### src/failsafe_defines.vh
// Timing and encoding constants for the fail output and heartbeat monitor
`ifndef FAILSAFE_DEFINES_VH
`define FAILSAFE_DEFINES_VH
`define CLK_PERIOD_NS        10
`define BLINK_PERIOD_NS      800000000
`define BLINK_HALF_CYC       (`BLINK_PERIOD_NS / 2 / `CLK_PERIOD_NS)
`define DIM_PERIOD_NS        10000000
`define DIM_PERIOD_CYC       (`DIM_PERIOD_NS / `CLK_PERIOD_NS)
`define DIM_ON_PERCENT       20
`define DIM_ON_CYC           (`DIM_PERIOD_CYC * `DIM_ON_PERCENT / 100)
`define HB_WINDOW_NS         240000
`define HB_WINDOW_CYC        (`HB_WINDOW_NS / `CLK_PERIOD_NS)
`define HB_FILTER_NS         1500
`define HB_FILTER_CYC        (`HB_FILTER_NS / `CLK_PERIOD_NS)
`define TEST_FILTER_NS       16000
`define TEST_FILTER_CYC      (`TEST_FILTER_NS / `CLK_PERIOD_NS)
`define MODE_INIT            3'h0
`define MODE_NORMAL          3'h1
`define MODE_STOP            3'h2
`define MODE_SLEEP           3'h3
`define MODE_RESTART         3'h4
`define MODE_FAILSAFE        3'h5
`endif

### src/failsafe_output_input_monitor.v
// Fail output driver and heartbeat input monitor
// Operation
// - Each fail output is a low-side switch pulling its pin low when active.
// - Any failure activates the outputs and sets the fail-out-active flag.
// - Failures: watchdog strikes, thermal level two, buck rail short, reset clamped high.
// - A strike select bit picks one or two consecutive watchdog failures.
// - Outputs release only with no failure present and the flag cleared.
// - After watchdog failure, release waits for good trigger and cleared flags.
// - Every failure activates the outputs, not only fail-safe mode ones.
// - All three outputs switch on together at activation.
// - Static output stays low throughout activation.
// - Blink output toggles at 1.25 Hz, 50 percent duty, while active.
// - Dim output gives 100 Hz PWM, 20 percent duty, while active.
// - Pull-ups enabled per mode: static, blink with disable low, dim init.
// - The blink pin also serves as heartbeat input.
// - A rising heartbeat edge is needed within each 240 us window.
// - Monitoring on after power-on, off when the disable bit is 1.
// - Missing heartbeat sets its flag and drives static and dim outputs.
// - The heartbeat flag ignores clears until a new rising edge arrives.
// - Heartbeat monitoring runs in normal mode only.
// - Heartbeat input passes a glitch filter of at most 1.5 us.
// - The dim pin as test select gets a 16 us input filter.
// - A watchdog reset enters restart mode and sets watchdog failure flags.
// - Reset asserted while pin still senses high latches the clamp flag.
`timescale 1ns/100ps
`include "failsafe_defines.vh"
module failsafe_output_input_monitor
#(
  parameter BLINK_HALF = `BLINK_HALF_CYC,
  parameter DIM_PERIOD = `DIM_PERIOD_CYC,
  parameter DIM_ON     = `DIM_ON_CYC,
  parameter HB_WINDOW  = `HB_WINDOW_CYC,
  parameter TEST_FILT  = `TEST_FILTER_CYC
)
(
  input  wire       ref_clk,
  input  wire       reset_n,
  input  wire [2:0] operating_mode,
  input  wire       watchdog_strike_select,
  input  wire       failsafe_in_disable,
  input  wire       watchdog_fail_event,
  input  wire       watchdog_trigger_ok,
  input  wire       watchdog_flags_clear,
  input  wire       thermal_shutdown_level2,
  input  wire       buck_supply_rail_short,
  input  wire       reset_asserted,
  input  wire       reset_output_sense,
  input  wire       reset_clamp_clear,
  input  wire       fail_out_clear,
  input  wire       heartbeat_clear,
  input  wire       heartbeat_input,
  input  wire       test_select_in,
  output reg        watchdog_failure_flags,
  output reg        reset_clamp_high_flag,
  output reg        fail_out_active_flag,
  output reg        heartbeat_missing_flag,
  output reg        restart_request,
  output reg        test_mode_select,
  output reg        fail_out_static_oe_n,
  output reg        fail_out_blink_oe_n,
  output reg        fail_out_dim_oe_n,
  output wire       fail_out_static_pullup,
  output wire       fail_out_blink_pullup,
  output wire       fail_out_dim_pullup
);

  // Synchroniser stages count toward the filter bound, so the counter is shorter
  localparam [31:0] HB_FILT = `HB_FILTER_CYC - 3;

  reg  [1:0]  strike_cnt_ff;
  reg         watchdog_failure_flags_latched_ff;
  reg         wd_trig_seen_ff;
  reg  [2:0]  hb_sync_ff;
  reg  [31:0] hb_filt_cnt_ff;
  reg         hb_filt_ff;
  reg         hb_prev_ff;
  reg         hb_rise_seen_ff;
  reg  [31:0] hb_win_ff;
  reg  [2:0]  ts_sync_ff;
  reg  [31:0] ts_cnt_ff;
  reg  [31:0] blink_cnt_ff;
  reg         blink_phase_ff;
  reg  [31:0] dim_cnt_ff;
  reg         fo_run_ff;

  wire normal_mode = (operating_mode == `MODE_NORMAL);
  wire init_mode   = (operating_mode == `MODE_INIT);
  wire hb_enabled  = normal_mode && !failsafe_in_disable;
  wire hb_rise     = hb_filt_ff && !hb_prev_ff;
  wire hb_timeout  = hb_enabled && (hb_win_ff >= HB_WINDOW - 1);
  wire clamp_event = reset_asserted && reset_output_sense;
  // Strike threshold: one or two consecutive watchdog failures
  wire wd_strike   = watchdog_fail_event &&
                     ((strike_cnt_ff != 2'h0) || !watchdog_strike_select);
  // Any still-present condition blocks release of the outputs
  wire fail_present = watchdog_failure_flags_latched_ff || thermal_shutdown_level2 ||
                      buck_supply_rail_short || reset_clamp_high_flag;
  wire fail_set     = wd_strike || thermal_shutdown_level2 || buck_supply_rail_short ||
                      clamp_event || reset_clamp_high_flag;

  // Pull-ups follow operating mode; the blink pull-up is also gated off by the disable bit
  assign fail_out_static_pullup = init_mode || normal_mode;
  assign fail_out_blink_pullup  = (init_mode || normal_mode) && !failsafe_in_disable;
  assign fail_out_dim_pullup    = init_mode;

  // Watchdog strike counting and failure flags
  always @(posedge ref_clk or negedge reset_n)
  begin
    if (!reset_n)
    begin
      strike_cnt_ff          <= 2'h0;
      watchdog_failure_flags_latched_ff     <= 1'b0;
      wd_trig_seen_ff        <= 1'b0;
      watchdog_failure_flags <= 1'b0;
      restart_request        <= 1'b0;
    end
    else
    begin
      restart_request <= watchdog_fail_event;
      if (watchdog_fail_event)
      begin
        watchdog_failure_flags <= 1'b1;
        if (strike_cnt_ff != 2'h3)
          strike_cnt_ff <= strike_cnt_ff + 2'h1;
      end
      else
      begin
        // Trigger and software clear are independent, either may come alone
        if (watchdog_trigger_ok)
          strike_cnt_ff <= 2'h0;                              // Good trigger breaks the run
        if (watchdog_flags_clear)
          watchdog_failure_flags <= 1'b0;
      end
      // Set wins; release needs a good trigger since the strike and cleared flags,
      // in either order, so software need not sequence the two
      if (wd_strike)
      begin
        watchdog_failure_flags_latched_ff <= 1'b1;
        wd_trig_seen_ff    <= 1'b0;
      end
      else
      begin
        if (watchdog_trigger_ok)
          wd_trig_seen_ff <= 1'b1;
        if ((watchdog_trigger_ok || wd_trig_seen_ff) && !watchdog_failure_flags)
          watchdog_failure_flags_latched_ff <= 1'b0;
      end
    end
  end

  // Reset clamp flag, set wins over clear
  always @(posedge ref_clk or negedge reset_n)
  begin
    if (!reset_n)
      reset_clamp_high_flag <= 1'b0;
    else if (clamp_event)
      reset_clamp_high_flag <= 1'b1;
    else if (reset_clamp_clear)
      reset_clamp_high_flag <= 1'b0;
  end

  // Fail-out flag: release only with nothing present and software clear
  always @(posedge ref_clk or negedge reset_n)
  begin
    if (!reset_n)
      fail_out_active_flag <= 1'b0;
    else if (fail_set)
      fail_out_active_flag <= 1'b1;
    else if (fail_out_clear && !fail_present)
      fail_out_active_flag <= 1'b0;
  end

  // Heartbeat pin: three-stage synchroniser, then glitch filter
  always @(posedge ref_clk or negedge reset_n)
  begin
    if (!reset_n)
    begin
      hb_sync_ff     <= 3'h7;                                 // Idle high like the pulled-up pin
      hb_filt_cnt_ff <= 32'h0;
      hb_filt_ff     <= 1'b1;                                 // No false rise after reset
      hb_prev_ff     <= 1'b1;
    end
    else
    begin
      hb_sync_ff <= {hb_sync_ff[1:0], heartbeat_input};
      hb_prev_ff <= hb_filt_ff;
      if (hb_sync_ff[2] != hb_sync_ff[1] || hb_sync_ff[2] == hb_filt_ff)
        hb_filt_cnt_ff <= 32'h0;
      else if (hb_filt_cnt_ff >= HB_FILT - 1)
      begin
        hb_filt_ff     <= hb_sync_ff[2];
        hb_filt_cnt_ff <= 32'h0;
      end
      else
        hb_filt_cnt_ff <= hb_filt_cnt_ff + 32'h1;
    end
  end

  // Heartbeat window and missing flag; flag clears only after a new rise
  always @(posedge ref_clk or negedge reset_n)
  begin
    if (!reset_n)
    begin
      hb_win_ff              <= 32'h0;
      heartbeat_missing_flag <= 1'b0;
      hb_rise_seen_ff        <= 1'b0;
    end
    else
    begin
      if (!hb_enabled || hb_rise || hb_timeout)
        hb_win_ff <= 32'h0;
      else
        hb_win_ff <= hb_win_ff + 32'h1;
      if (hb_timeout && !hb_rise)
      begin
        heartbeat_missing_flag <= 1'b1;
        hb_rise_seen_ff        <= 1'b0;
      end
      else
      begin
        // A clear is honoured once any rise has followed the loss
        if (hb_rise)
          hb_rise_seen_ff <= 1'b1;
        if (heartbeat_clear && (hb_rise || hb_rise_seen_ff))
          heartbeat_missing_flag <= 1'b0;
      end
    end
  end

  // Test select sampled on the dim pin through a long filter
  always @(posedge ref_clk or negedge reset_n)
  begin
    if (!reset_n)
    begin
      ts_sync_ff       <= 3'h0;
      ts_cnt_ff        <= 32'h0;
      test_mode_select <= 1'b0;
    end
    else
    begin
      ts_sync_ff <= {ts_sync_ff[1:0], test_select_in};
      if (ts_sync_ff[2] != ts_sync_ff[1] || ts_sync_ff[2] == test_mode_select)
        ts_cnt_ff <= 32'h0;
      else if (ts_cnt_ff >= TEST_FILT - 1)
      begin
        test_mode_select <= ts_sync_ff[2];
        ts_cnt_ff        <= 32'h0;
      end
      else
        ts_cnt_ff <= ts_cnt_ff + 32'h1;
    end
  end

  // Blink and dim timebases restart at a fixed phase on activation
  always @(posedge ref_clk or negedge reset_n)
  begin
    if (!reset_n)
    begin
      fo_run_ff      <= 1'b0;
      blink_cnt_ff   <= 32'h0;
      blink_phase_ff <= 1'b0;
      dim_cnt_ff     <= 32'h0;
    end
    else
    begin
      fo_run_ff <= fail_out_active_flag || heartbeat_missing_flag;
      if (!fo_run_ff)
      begin
        blink_cnt_ff   <= 32'h0;
        blink_phase_ff <= 1'b0;
        dim_cnt_ff     <= 32'h0;
      end
      else
      begin
        if (blink_cnt_ff >= BLINK_HALF - 1)
        begin
          blink_cnt_ff   <= 32'h0;
          blink_phase_ff <= !blink_phase_ff;
        end
        else
          blink_cnt_ff <= blink_cnt_ff + 32'h1;
        if (dim_cnt_ff >= DIM_PERIOD - 1)
          dim_cnt_ff <= 32'h0;
        else
          dim_cnt_ff <= dim_cnt_ff + 32'h1;
      end
    end
  end

  // Low-side switches: enable low means pin pulled low
  always @(posedge ref_clk or negedge reset_n)
  begin
    if (!reset_n)
    begin
      fail_out_static_oe_n <= 1'b1;
      fail_out_blink_oe_n  <= 1'b1;
      fail_out_dim_oe_n    <= 1'b1;
    end
    else
    begin
      // Heartbeat loss leaves blink pin free so the heartbeat can still be seen
      fail_out_static_oe_n <= !fo_run_ff;
      fail_out_blink_oe_n  <= !(fail_out_active_flag && fo_run_ff && !blink_phase_ff);
      fail_out_dim_oe_n    <= !(fo_run_ff && (dim_cnt_ff < DIM_ON));
    end
  end

endmodule

### config.mk
export PLATFORM = sky130hd
export DESIGN_NAME = failsafe_output_input_monitor
export DESIGN_NICKNAME = d
export VERILOG_FILES = /design/src/failsafe_output_input_monitor.v
export VERILOG_INCLUDE_DIRS = /design/src /design/src/src
export SDC_FILE = /design/constraint.sdc
export NUM_CORES = 1
export LEC_CHECK = 0
export BUFFER_PORTS_ARGS = -buffer_cell sky130_fd_sc_hd__buf_2
export CORE_AREA = 2 2 185 142
export CTS_CLUSTER_DIAMETER = 50
export DETAILED_ROUTE_END_ITERATION = 16
export DIE_AREA = 0 0 187 144
export SLEW_MARGIN = 20
export SYNTH_ARGS = -nofsm -noshare
export SYNTH_HDL_FRONTEND = slang
export SYNTH_SLANG_ARGS = --single-unit
### constraint.sdc
create_clock -name ref_clk -period 4.5 [get_ports ref_clk]
set_input_delay 1.125 -clock ref_clk [delete_from_list [all_inputs] [get_ports ref_clk]]
set_output_delay 1.125 -clock ref_clk [all_outputs]
set_load 0.005 [all_outputs]
==> qor.csv <==
stage,metric,value,unit
floorplanning,Die Area,26900,um^2
worst_setup_path,CP arrival,1.67,ns
logic_synthesis,top cell type's share of synthesized area,0.593,
pwr,peak supply drop,0.234,mV
run,Max Cap Viol,0,
finish,Final #Nets,764,
finish,area delta synth->final,19.4,%
finish,layout cells sized above 1,0.115,
routing,Routed Wire Length,12.9,mm
grt,vias in the first global route,4694,
grt,global route overflow,0,
grt,GR Util met3,0.0296,
pwr,Pwr Density,380,nW/um^2
timing,unrepaired setup endpoints after global routing,false,
clock_network,post-CTS resize count,0,
worst_setup_path,startpoint types,primary input,
run_status,status,completed,
routing,vias per inst,4.43,
hold_path,HP Class,reg2reg,
grt,first-pass GRT wire length,22.7,mm
clock_network,Clock H-tree levels,4,
timing,Fin. Hold Viols,0,
clock_network,CTS tree,done,
routing,drt drc,0,
timing,final setup violation count,0,
routing,DRT iter0 DRCs,258,
pwr,static leakage,3.60,nW
pwr,Pwr Total,3.37,mW
logic_synthesis,Cells after Synth,624,
grt,initial antenna violation count,0,
timing,Achievable Freq,358,MHz
floorplanning,core box area,25300,um^2
timing,Pins Over Slew Limit,0,
logic_synthesis,Post-synth top flop,dfrtp_1,
grt,layer with the highest usage,met2,
floorplanning,Rows,51,
clock_network,Num CTS Buffers,17,
logic_synthesis,Synth cell types,57,
timing,Worst-Margin Slew,1.05,ns
clock_network,Sink Count,184,
logic_synthesis,Synth area leader,dfrtp_1,
worst_setup_path,endpoint type of the worst setup path,output pin,
clock_network,clk root buf,clkbuf_16,
logic_synthesis,synthesized area per cell,11.9,um^2
place,gpl congestion,0.764,
clock_network,Clock Latency Late Sink,0.43,ns
clock_network,Max clock buf depth,2,
logic_synthesis,"EDFF count, synth",0,
floorplanning,Starting Density,0.293,
timing,Slew HR,0.300,
timing,setup tns final,0,ns
place,"worst slack, placed",1.70,ns
logic_synthesis,synthesized area,7430,um^2
logic_synthesis,register area share after synthesis,0.621,
routing,routed length per instance,11.8,um
worst_setup_path,critical path class,in2out,
floorplanning,Die W,187,um
floorplanning,# IOs,31,
timing,worst-case clock skew,0.00974,ns
grt,GR Layer Usage met2,0.154,
worst_setup_path,critical-path maximum fanout,3,
routing,via count,4847,
place,Buffers on Ports,30,
place,Area after DPL,8270,um^2
place,HPWL Detailed,8.28,mm
worst_setup_path,Worst EP required,3.38,ns
timing,final worst slack,1.70,ns
clock_network,CTS clock-pin slew for the worst setup and hold paths,0.06,ns
logic_synthesis,ys async rst share,1.00,
finish,final instance area,8870,um^2
timing,fin crit period,2.80,ns
finish,antenna cells,0,
routing,first-pass detailed-route iteration total,4,
logic_synthesis,leading cell types by total area after synthesis,"dfrtp_1 (59%), xnor2_1 (5.1%), a211oi_1 (3.5%)",
logic_synthesis,#FFs+latches synth,184,
clock_network,Post CTS Setup Buffer Count,0,
grt,met1 global-route usage,0.148,
clock_network,# hold bufs at CTS,0,
timing,Final period util,0.621,
floorplanning,chip height,144,um
grt,All-Layer GR Usage,0.104,
routing,Detail Route Antenna Nets,0,
grt,largest net degree at the start of global routing,101,
logic_synthesis,Syn. warnings,0,
layout make-up:
class,count,area (um^2)
Multi-Input combinational cell,472,2930
Clock inverter,13,161
Sequential cell,184,4610
Clock buffer,19,433
Tap cell,344,430
Timing Repair Buffer,36,204
Inverter,26,97.6
Fill cell,2511,16500
where the power goes:
group	internal [mW]	switching, mW
clock network	0.836	0.651
logic	0.0479	0.0771
registers	1.73	0.0296
total	2.61	0.758
cells in the mapped netlist (11+ instances only):
| master | count |
|---|---|
| nor3_1 | 19 |
| nand3_1 | 28 |
| or4_1 | 11 |
| inv_1 | 26 |
| nor4_1 | 26 |
| nand4_1 | 19 |
| clkbuf_1 | 16 |
| o21ai_0 | 14 |
| nor2_1 | 51 |
| dfrtp_1 | 176 |
| nand2_1 | 28 |
| a211oi_1 | 35 |
| xnor2_1 | 43 |
| xor2_1 | 13 |
state kept, by name (all words and copies together), names as in the netlist, 2 cells and up:
signal	cells
blink_cnt_ff	32
dim_cnt_ff	32
hb_filt_cnt_ff	32
hb_sync_ff	3
hb_win_ff	32
strike_cnt_ff	2
ts_cnt_ff	32
ts_sync_ff	3
final timing paths:
kind / startpoint / endpoint / slack (ns) / cells after the start
max: operating_mode[1] / fail_out_blink_pullup / 1.70 / 3
min: ts_sync_ff[0]$_DFF_PN0_ / ts_sync_ff[1]$_DFF_PN0_ / 0.35 / 0
max reg2reg: blink_cnt_ff[0]$_DFF_PN0_ / blink_cnt_ff[10]$_DFF_PN0_ / 2.06 / 6
min reg2reg: ts_sync_ff[0]$_DFF_PN0_ / ts_sync_ff[1]$_DFF_PN0_ / 0.35 / 0
max in group asynchronous: reset_n / hb_win_ff[19]$_DFF_PN0_ / 2.79 / 2
min in group asynchronous: reset_n / dim_cnt_ff[18]$_DFF_PN0_ / 0.74 / 1
cell families after synthesis:
kind of cell / synth area share
AND/OR/NAND/NOR: 0.167
flip-flops: 0.621
AO/OA/AOI/OAI: 0.105
XOR/XNOR: 0.0660
buffers and inverters: 0.0244
adder cells (fa/ha/maj): 0.0135
other: 0.000505
multiplexers: 0.00152
layer usage:
metal	routed length (um)	vias to the layer above	share of wire
li1	-	2433	-
met1	6690	2348	0.52
met2	5660	58	0.44
met3	456	8	0.035
met4	119	0	0.0092
met5	0	-	0
cells in the final DEF, fill, tap and decap left out, types with 3 or more instances in the layout:
cell,netlist,final
nor2_1,51,51
conb_1,1,80
nor3_1,19,19
nand3_1,28,28
nand2_1,28,28
nand4_1,19,19
clkbuf_16,0,17
a21oi_1,6,6
dfstp_2,8,8
buf_2,4,29
nand2b_1,4,4
nor2b_1,3,3
buf_4,0,6
o31ai_1,10,10
inv_6,0,5
or4_1,11,11
o21ai_0,14,14
and3_1,8,8
or3_1,7,7
a2111o_1,3,3
dfrtp_1,176,176
and4_1,7,7
a221oi_1,10,10
nor4_1,26,26
ha_1,8,8
xnor2_1,43,43
xor2_1,13,13
inv_1,26,26
a211oi_1,35,35
worst max-delay path, stage by stage:
cell    delay [ns]
buf_2         0.11
nor3_1        0.26
buf_2         0.17
stage by stage:
stage,std cells,util,hold WS [ns]
after floorplan,703,-,0.331
after global placement,1062,0.327,0.334
after detailed placement,1062,0.327,0.342
after CTS,1094,0.350,0.357
after global routing,1094,0.350,0.368
final,1094,0.350,0.351
Power figures use the tool's default switching activity.
